**src/verilog/dhrp_regs.svh**
```systemverilog
`ifndef DHRP_REGS_SVH
`define DHRP_REGS_SVH
// host register address fields
`define DHRP_A3_BIT 3
`define DHRP_A0_BIT 0
`define DHRP_GEN_SEL 4'h8
// mode register fields
`define DHRP_MODE_RELOAD 7
`define DHRP_MODE_STOP 6
`define DHRP_MODE_EARLY 5
`define DHRP_MODE_CIRC 4
`define DHRP_MODE_RESET 8'h00
// status register fields
`define DHRP_STAT_PEND 4
// count register cycle type field
`define DHRP_CNT_TYPE_HI 15
`define DHRP_CNT_TYPE_LO 14
`define DHRP_CNT_FIELD_W 14
// controller register offsets (avalon byte addresses)
`define DHRP_CSR_CMD 8'h00
`define DHRP_CSR_ADDR 8'h04
`define DHRP_CSR_WDATA 8'h08
`define DHRP_CSR_RDATA 8'h0C
`define DHRP_CSR_STATE 8'h10
// command register fields
`define DHRP_CMD_GO 0
`define DHRP_CMD_WR 1
`endif

```
**src/verilog/dhrp_pkg.sv**
```systemverilog
package dhrp_pkg;
	typedef logic [7:0] dhrp_byte_t;
	typedef logic [3:0] dhrp_addr_t;
	typedef enum logic [1:0] {DHRP_VERIFY = 2'b00, DHRP_WRITE = 2'b01,
		DHRP_READ = 2'b10} dhrp_cycle_t;
	typedef enum logic [1:0] {DHRP_H_IDLE, DHRP_H_SETUP, DHRP_H_STROBE,
		DHRP_H_HOLD} dhrp_hstate_t;
endpackage : dhrp_pkg

```
**src/verilog/dhrp_if.sv**
```systemverilog
interface dhrp_if;
	logic cs_n;
	logic rd_n;
	logic wr_n;
	logic [3:0] addr;
	logic [7:0] wdata;
	logic [7:0] rdata;
	logic rdata_oe;
	modport device (input cs_n, rd_n, wr_n, addr, wdata, output rdata, rdata_oe);
	modport host (output cs_n, rd_n, wr_n, addr, wdata, input rdata, rdata_oe);
endinterface : dhrp_if

```
**src/verilog/dhrp_status.sv**
```systemverilog
`include "dhrp_regs.svh"
module dhrp_status #(
	parameter int NCH = 4
) (
	input wire logic clk,
	input wire logic reset_n,
	input wire logic [NCH-1:0] count_done,
	input wire logic status_read_end,
	input wire logic reload_start,
	input wire logic reload_finish,
	input wire logic mode_write,
	input wire logic mode_reload_bit,
	output logic [NCH-1:0] count_done_flags,
	output logic reload_pending
);
	import dhrp_pkg::*;

	always_ff @(posedge clk) begin
		if (!reset_n) begin
			count_done_flags <= '0;
		end else begin
			// set wins over a clearing read
			count_done_flags <= (status_read_end ? '0 : count_done_flags) | count_done; // see
		end
	end

	always_ff @(posedge clk) begin
		if (!reset_n) begin
			reload_pending <= 1'b0;
		end else if (reload_start) begin
			reload_pending <= 1'b1;
		end else if (reload_finish || (mode_write && !mode_reload_bit)) begin
			reload_pending <= 1'b0; // see
		end
	end
endmodule : dhrp_status

```
**src/verilog/dhrp_device.sv**
```systemverilog
// The implementer's own choices: the placing of the registers and the Avalon-MM register port.
`include "dhrp_regs.svh"
// Function
// count done sets channel status flag
// flags stay until status read or reset
// status read leaves reload pending alone
// pending clears: reset, reload off, update done
// host waits for pending before channel 3
// status: zeros, pending, four done flags
// mode: reload, stop, early, circular, enables
// four channels, address and count registers
// select low plus strobe reads or writes
// A3 picks channel or mode/status
// A0 address/count, A2..A1 channel number
// byte pointer toggles after channel access
// pointer cleared by reset, mode write
// host accesses pairs, low byte first
// host keeps select steady during strobes
// host keeps pairs uninterrupted
// host inhibits transfers before reenabling
// count top bits give cycle type
// host loads count minus one
// low byte holds bits seven to zero
module dhrp_device #(
	parameter int NCH = 4
) (
	// clock and reset
	input wire logic CLK,
	input wire logic RESET_N,
	// host register port
	dhrp_if.device BUS,
	// channel engine side
	input wire logic [NCH-1:0] COUNT_DONE,
	input wire logic RELOAD_START,
	input wire logic RELOAD_FINISH,
	output dhrp_pkg::dhrp_byte_t MODE,
	output logic [NCH*16-1:0] XFER_ADDRESS,
	output logic [NCH*16-1:0] XFER_COUNT,
	output logic [NCH*2-1:0] CYCLE_TYPE,
	output logic [NCH-1:0] COUNT_DONE_FLAGS,
	output logic RELOAD_PENDING
);
	import dhrp_pkg::*;

	logic [15:0] xfer_address [NCH];
	logic [15:0] xfer_count [NCH];
	logic byte_ptr;
	logic rd_q;
	logic wr_q;
	logic [3:0] addr_q;
	logic rd_act;
	logic wr_act;
	logic rd_end;
	logic wr_end;
	logic is_gen;
	logic addr_wr;
	logic cnt_wr;
	logic [1:0] chan;
	logic [NCH-1:0] done_flags;
	logic pending;
	dhrp_byte_t status_word;
	dhrp_byte_t next_rdata;

	function automatic dhrp_byte_t pick(input logic [15:0] r, input logic hi);
		pick = hi ? r[15:8] : r[7:0];
	endfunction : pick

	// channel register space: A3 low
	function automatic logic chan_sel(input dhrp_addr_t a);
		chan_sel = !a[`DHRP_A3_BIT];
	endfunction : chan_sel

	// mode on writes, status on reads
	function automatic logic gen_sel(input dhrp_addr_t a);
		gen_sel = a == `DHRP_GEN_SEL;
	endfunction : gen_sel

	assign rd_act = !BUS.cs_n && !BUS.rd_n;
	assign wr_act = !BUS.cs_n && !BUS.wr_n;
	// strobe end: active last cycle, inactive now
	assign rd_end = rd_q && !rd_act;
	assign wr_end = wr_q && !wr_act;
	assign is_gen = gen_sel(addr_q);
	assign chan = addr_q[2:1];
	assign addr_wr = wr_end && chan_sel(addr_q) && !addr_q[`DHRP_A0_BIT];
	assign cnt_wr = wr_end && chan_sel(addr_q) && addr_q[`DHRP_A0_BIT];
	assign status_word = 8'({3'b000, pending, done_flags});

	// strobe history
	always_ff @(posedge CLK) begin
		if (!RESET_N) begin
			rd_q <= 1'b0;
			wr_q <= 1'b0;
		end else begin
			rd_q <= rd_act;
			wr_q <= wr_act;
		end
	end

	// address latched while a strobe is low
	always_ff @(posedge CLK) begin
		if (!RESET_N) begin
			addr_q <= '0;
		end else if (rd_act || wr_act) begin
			addr_q <= BUS.addr;
		end
	end

	// address registers, written at the end of the strobe
	always_ff @(posedge CLK) begin
		if (!RESET_N) begin
			for (int i = 0; i < NCH; i++) begin
				xfer_address[i] <= '0;
			end
		end else if (addr_wr) begin
			if (byte_ptr) begin
				xfer_address[chan][15:8] <= BUS.wdata; // see
			end else begin
				xfer_address[chan][7:0] <= BUS.wdata;
			end
		end
	end

	// count registers, cycle type in the top two bits
	always_ff @(posedge CLK) begin
		if (!RESET_N) begin
			for (int i = 0; i < NCH; i++) begin
				xfer_count[i] <= '0;
			end
		end else if (cnt_wr) begin
			if (byte_ptr) begin
				xfer_count[chan][15:8] <= BUS.wdata;
			end else begin
				xfer_count[chan][7:0] <= BUS.wdata;
			end
		end
	end

	// mode register, write only
	always_ff @(posedge CLK) begin
		if (!RESET_N) begin
			MODE <= `DHRP_MODE_RESET;
		end else if (wr_end && is_gen) begin
			MODE <= BUS.wdata;
		end
	end

	// byte pointer
	always_ff @(posedge CLK) begin
		if (!RESET_N) begin
			byte_ptr <= 1'b0;
		end else if (wr_end && is_gen) begin
			byte_ptr <= 1'b0;
		end else if ((wr_end || rd_end) && chan_sel(addr_q)) begin
			byte_ptr <= !byte_ptr;
		end
	end

	// read mux, reserved addresses read zero
	always_comb begin
		next_rdata = '0;
		if (gen_sel(BUS.addr)) begin
			next_rdata = status_word;
		end else if (chan_sel(BUS.addr) && !BUS.addr[`DHRP_A0_BIT]) begin
			next_rdata = pick(xfer_address[BUS.addr[2:1]], byte_ptr);
		end else if (chan_sel(BUS.addr)) begin
			next_rdata = pick(xfer_count[BUS.addr[2:1]], byte_ptr);
		end
	end

	// read data stands one cycle after the strobe is seen
	always_ff @(posedge CLK) begin
		if (!RESET_N) begin
			BUS.rdata <= '0;
		end else begin
			BUS.rdata <= rd_act ? next_rdata : '0;
		end
	end

	always_ff @(posedge CLK) begin
		if (!RESET_N) begin
			BUS.rdata_oe <= 1'b0;
		end else begin
			BUS.rdata_oe <= rd_act;
		end
	end

	// count-done and reload-pending flags
	dhrp_status #(.NCH(NCH)) dhrp_status_inst (
		.clk(CLK),
		.reset_n(RESET_N),
		.count_done(COUNT_DONE),
		.status_read_end(rd_end && is_gen),
		.reload_start(RELOAD_START),
		.reload_finish(RELOAD_FINISH),
		.mode_write(wr_end && is_gen),
		.mode_reload_bit(BUS.wdata[`DHRP_MODE_RELOAD]),
		.count_done_flags(done_flags),
		.reload_pending(pending)
	);

	assign COUNT_DONE_FLAGS = done_flags;
	assign RELOAD_PENDING = pending;

	always_comb begin
		for (int i = 0; i < NCH; i++) begin
			XFER_ADDRESS[i*16 +: 16] = xfer_address[i];
			XFER_COUNT[i*16 +: 16] = xfer_count[i];
			CYCLE_TYPE[i*2 +: 2] = xfer_count[i][`DHRP_CNT_TYPE_HI:`DHRP_CNT_TYPE_LO];
		end
	end
endmodule : dhrp_device

```
**src/flat_wrapper.sv**
```systemverilog
// flat-port wrapper written by rule: the top's interface ports become plain ports
module dhrp_device_flat import dhrp_pkg::*;
#(
	parameter int NCH = 4
)
  (CLK, RESET_N, COUNT_DONE, RELOAD_START, RELOAD_FINISH, MODE, XFER_ADDRESS, XFER_COUNT, CYCLE_TYPE, COUNT_DONE_FLAGS, RELOAD_PENDING, BUS_cs_n, BUS_rd_n, BUS_wr_n, BUS_addr, BUS_wdata, BUS_rdata, BUS_rdata_oe);
  dhrp_if BUS_i ();
  input wire logic CLK;
  input wire logic RESET_N;
  input wire logic [NCH-1:0] COUNT_DONE;
  input wire logic RELOAD_START;
  input wire logic RELOAD_FINISH;
  output dhrp_pkg::dhrp_byte_t MODE;
  output logic [NCH*16-1:0] XFER_ADDRESS;
  output logic [NCH*16-1:0] XFER_COUNT;
  output logic [NCH*2-1:0] CYCLE_TYPE;
  output logic [NCH-1:0] COUNT_DONE_FLAGS;
  output logic RELOAD_PENDING;
  input wire logic [$bits(BUS_i.cs_n)-1:0] BUS_cs_n;
  input wire logic [$bits(BUS_i.rd_n)-1:0] BUS_rd_n;
  input wire logic [$bits(BUS_i.wr_n)-1:0] BUS_wr_n;
  input wire logic [$bits(BUS_i.addr)-1:0] BUS_addr;
  input wire logic [$bits(BUS_i.wdata)-1:0] BUS_wdata;
  output wire logic [$bits(BUS_i.rdata)-1:0] BUS_rdata;
  output wire logic [$bits(BUS_i.rdata_oe)-1:0] BUS_rdata_oe;
  assign BUS_i.cs_n = BUS_cs_n;
  assign BUS_i.rd_n = BUS_rd_n;
  assign BUS_i.wr_n = BUS_wr_n;
  assign BUS_i.addr = BUS_addr;
  assign BUS_i.wdata = BUS_wdata;
  assign BUS_rdata = BUS_i.rdata;
  assign BUS_rdata_oe = BUS_i.rdata_oe;
  dhrp_device #(.NCH(NCH)) u_core (.CLK(CLK), .RESET_N(RESET_N), .BUS(BUS_i), .COUNT_DONE(COUNT_DONE), .RELOAD_START(RELOAD_START), .RELOAD_FINISH(RELOAD_FINISH), .MODE(MODE), .XFER_ADDRESS(XFER_ADDRESS), .XFER_COUNT(XFER_COUNT), .CYCLE_TYPE(CYCLE_TYPE), .COUNT_DONE_FLAGS(COUNT_DONE_FLAGS), .RELOAD_PENDING(RELOAD_PENDING));
endmodule
```
**config.mk**
```make
export PLATFORM = sky130hd
export DESIGN_NAME = dhrp_device_flat
export DESIGN_NICKNAME = d
export VERILOG_FILES = /design/src/verilog/dhrp_pkg.sv /design/src/verilog/dhrp_if.sv /design/src/verilog/dhrp_status.sv /design/src/verilog/dhrp_device.sv /design/src/flat_wrapper.sv
export VERILOG_INCLUDE_DIRS = /design/src /design/src/verilog
export SDC_FILE = /design/constraint.sdc
export NUM_CORES = 1
export LEC_CHECK = 0
export ABC_AREA = 1
export ABC_CLOCK_PERIOD_IN_PS = 4350
export BUFFER_PORTS_ARGS = -buffer_cell sky130_fd_sc_hd__buf_2
export CELL_PAD_IN_SITES_DETAIL_PLACEMENT = 0
export CELL_PAD_IN_SITES_GLOBAL_PLACEMENT = 1
export CORE_MARGIN = 2
export CORE_UTILIZATION = 43
export DETAILED_ROUTE_END_ITERATION = 8
export HOLD_SLACK_MARGIN = 0.12
export MAX_ROUTING_LAYER = met4
export PLACE_DENSITY = 0.82
export SYNTH_ARGS = -nofsm -noshare
export SYNTH_HDL_FRONTEND = slang
export SYNTH_SLANG_ARGS = --single-unit
```
**constraint.sdc**
```tcl
create_clock -name CLK -period 4.35 [get_ports CLK]
set_input_delay 0.435 -clock CLK [delete_from_list [all_inputs] [get_ports CLK]]
set_output_delay 0.435 -clock CLK [all_outputs]
set_load 0.01 [all_outputs]
```
==> out/results.tsv <==
stage	metric	value	unit
critical_path	cpPeakStageDelay	650	ps
die	dieHeight	134	um
clock_network	cts_resized	0	
synth	yosys.area.top_type	edfxtp_1	
min_path	hold_path.class	input pin to flop	
placed_design	io_buffers	180	
timing	fin_crit_sh	52.4	%
clock_network	clkTransAtPathRegs	60	ps
critical_path	startpoint_type	flop	
timing	fmax	0.439	GHz
critical_path	rrSetupSlack	2070	ps
critical_path	end_kind	flop	
timing	finalSetupTns	0	ps
critical_path	crit_chain	inv_1 > o21ai_2 > inv_1 > nor2_1	
placed_design	place.gp.congestion	0.935	
drt	wl_per_cell	19.1	um
die	die_area	18000	um2
clock_network	cts-root-buf	clkbuf_16	
clock_network	insertion_delay	420	ps
drt	routed_wl	22400	um
drt	drt_iter0_drc	698	
timing	whs	196	ps
drt	final_antenna_net_count	0	
min_path	min_to	u_core.wr_q	
status	status	complete, no violations	
critical_path	critPathTopFamily	simple AND/OR/NAND/NOR gates	
synth	syn_nets	797	
clock_network	clkSinkCount	156	
die	ios	181	
global_routing	grt.total_usage	26.0	%
power	p_clk_share	42.8	%
timing	finalSetupViolCount	0	
power	swShare	23.7	%
global_routing	grt_max_degree	49	
critical_path	rr_worst_depth	4	
synth	syn_avg_cell_area	9.39	um2
timing	rsz0062_at_grt	no	
critical_path	cpMaxStageDelayCell	nor2_1	
power	comb_power_share	9.0	%
critical_path	r2r_start	u_core.byte_ptr	
power	p_seq_share	48.3	%
synth	yosysTopAreaCellShare	52.9	%
critical_path	worstPathRequired	4400	ps
die	rows	47	
synth	synth_seq_area_share	60.6	%
cells_and_area	area_growth	22.0	%
critical_path	worst_ep_arrival_time	2330	ps
clock_network	htree_num_levels	4	
synth	synth_cells	774	
global_routing	grt_pass1_wl	33300	um
power	power_density	402	nW/um2
critical_path	r2r_end	u_core.xfer_address[3][9]	
critical_path	cp.depth	4	
synth	synthTopCellsByArea	edfxtp_1, nand2_1, nor2_1	
synth	synth-seq-cells	156	
cells_and_area	diodes	0	
clock_network	cts_tree	yes	
global_routing	grt_antenna_before_repair	0	
min_path	min_from	BUS_wr_n	
critical_path	cp_max_fo	20	
clock_network	postCtsSetupBuffers	0	
synth	yosys_warnings	0	
critical_path	cpMostUsedCell	inv_1	
synth	netlist-cell-type-count	29	
die	initial_utilization	44.0	%
drt	avgViaCountPerCell	5.17	
clock_network	clk_path_buf_depth	2	
critical_path	worstPathBufferInverterCount	2	
drt	vias	6071	
drt	firstDrtPassIters	5	
cells_and_area	nNetsFinal	965	
placed_design	placed_cells	1143	
timing	drv_slew	0	
power	p_leak	4.09	nW
timing	fin_skew	6.01	ps
power	power.internal	0.00272	W
flow_run	drv_cap	0	
power	switching_power	0.000846	W
synth	synth_area	7270	um2
timing	worst_pin_slew	911	ps
placed_design	place.detailed.hpwl	17000	um
drt	drc	0	
cells_and_area	drive_gt1_share	26.0	%
global_routing	overflow	0	
cells_and_area	finalInstanceArea	8870	um2
cells_and_area	final_cells	1175	
die	core-area	16500	um2
die	die-width	134	um
clock_network	cts_hold_buffers	0	
placed_design	dpl_cell_area	8260	um2
power	irDropWorstVdd	0.000258	V
clock_network	cts_made_buffers	17	
min_path	whs_path_depth	2	
cells_and_area	fillCellCount	1550	
critical_path	crit_type	flop to flop	
timing	slew_headroom	39.2	%
cells_and_area	utilization	53.7	%
global_routing	grt_pass1_vias	5742	
timing	fin_crit	2280	ps
timing	hold_viol	0	
worst reg2reg max path: stages, from the launching register on:
cell and delay, ps:
dfxtp_1 320, inv_1 380, o21ai_2 460, inv_1 90
nor2_1 650
cells in the final DEF (no fill, tap or decap), drive strengths merged:
master,instances
bufinv,4
clkinvlp,2
nand3,84
nor3,2
clkbuf,20
inv,88
nand2,168
nor2,168
edfxtp,128
buf,188
or2,1
nand3b,1
a21oi,23
clkinv,8
nand4,1
o21ai,41
dfxtp,28
kinds of logic after synthesis:
| logic type | Yosys count | share of synthesized area [%] |
|---|---|---|
| buf+inv | 129 | 8.14 |
| compound gates | 64 | 4.61 |
| simple gates | 425 | 26.6 |
| flops | 156 | 60.6 |
flip-flops by register name, summed over array words and instances, names as in the netlist:
name                                      cells
u_core.BUS.rdata_oe                           1
u_core.xfer_count                            64
u_core.dhrp_status_inst.count_done_flags      4
u_core.addr_q                                 4
u_core.wr_q                                   1
u_core.dhrp_status_inst.reload_pending        1
u_core.byte_ptr                               1
u_core.xfer_address                          64
u_core.MODE                                   8
u_core.BUS.rdata                              8
cells in the mapped netlist (all sizes together):
| library cell | number |
|---|---|
| a21oi | 23 |
| buf | 25 |
| bufbuf | 1 |
| clkbuf | 13 |
| clkinv | 1 |
| dfxtp | 28 |
| edfxtp | 128 |
| inv | 89 |
| nand2 | 168 |
| nand3 | 84 |
| nand3b | 1 |
| nand4 | 1 |
| nor2 | 168 |
| nor3 | 2 |
| o21ai | 41 |
| or2 | 1 |
cell type report:
type | count | area, um2 | share of cell area, %
timing repair buffer | 188 | 961 | 10.8
inverter | 90 | 348 | 3.92
multi-input combinational | 489 | 2270 | 25.6
clock buffer | 20 | 437 | 4.92
clock inverter | 12 | 171 | 1.93
sequential | 156 | 4400 | 49.7
tap | 220 | 275 | 3.10
worst max path at each step:
stage | from | endpoint | slack (ps)
floorplan | BUS_cs_n | u_core.xfer_address[3][10] | 2560
global placement | BUS_cs_n | u_core.xfer_address[3][9] | 1940
detailed placement | BUS_cs_n | u_core.xfer_address[3][9] | 1900
CTS | u_core.byte_ptr | u_core.xfer_address[3][12] | 2020
global route | u_core.byte_ptr | u_core.xfer_address[3][12] | 1870
finish | u_core.byte_ptr | u_core.xfer_address[3][9] | 2070
metrics by stage:
step           power [W]  worst slack (ps)
2_1_floorplan    0.00193              2560
3_5_place_dp     0.00207              1900
6_report         0.00357              2070
5_1_grt          0.00367              1870
3_3_place_gp     0.00207              1940
4_1_cts          0.00358              2020
per-layer routing:
metal | up-vias | global-route usage (%) | share of wire (%)
met4 | 0 | 10.1 | 3.0
met1 | 2866 | 32.9 | 41
li1 | 2843 | - | -
met3 | 51 | 4.76 | 7.5
met5 | - | - | 0
met2 | 311 | 41.8 | 48
power groups by stage:
stage	clock network, W	logic, W	registers, W
2_1_floorplan	0	0.000179	0.00175
3_3_place_gp	0	0.000317	0.00175
3_5_place_dp	0	0.000320	0.00175
4_1_cts	0.00153	0.000320	0.00172
5_1_grt	0.00160	0.000351	0.00173
6_report	0.00153	0.000320	0.00172
Note: power is estimated with default switching activity, not from simulation.
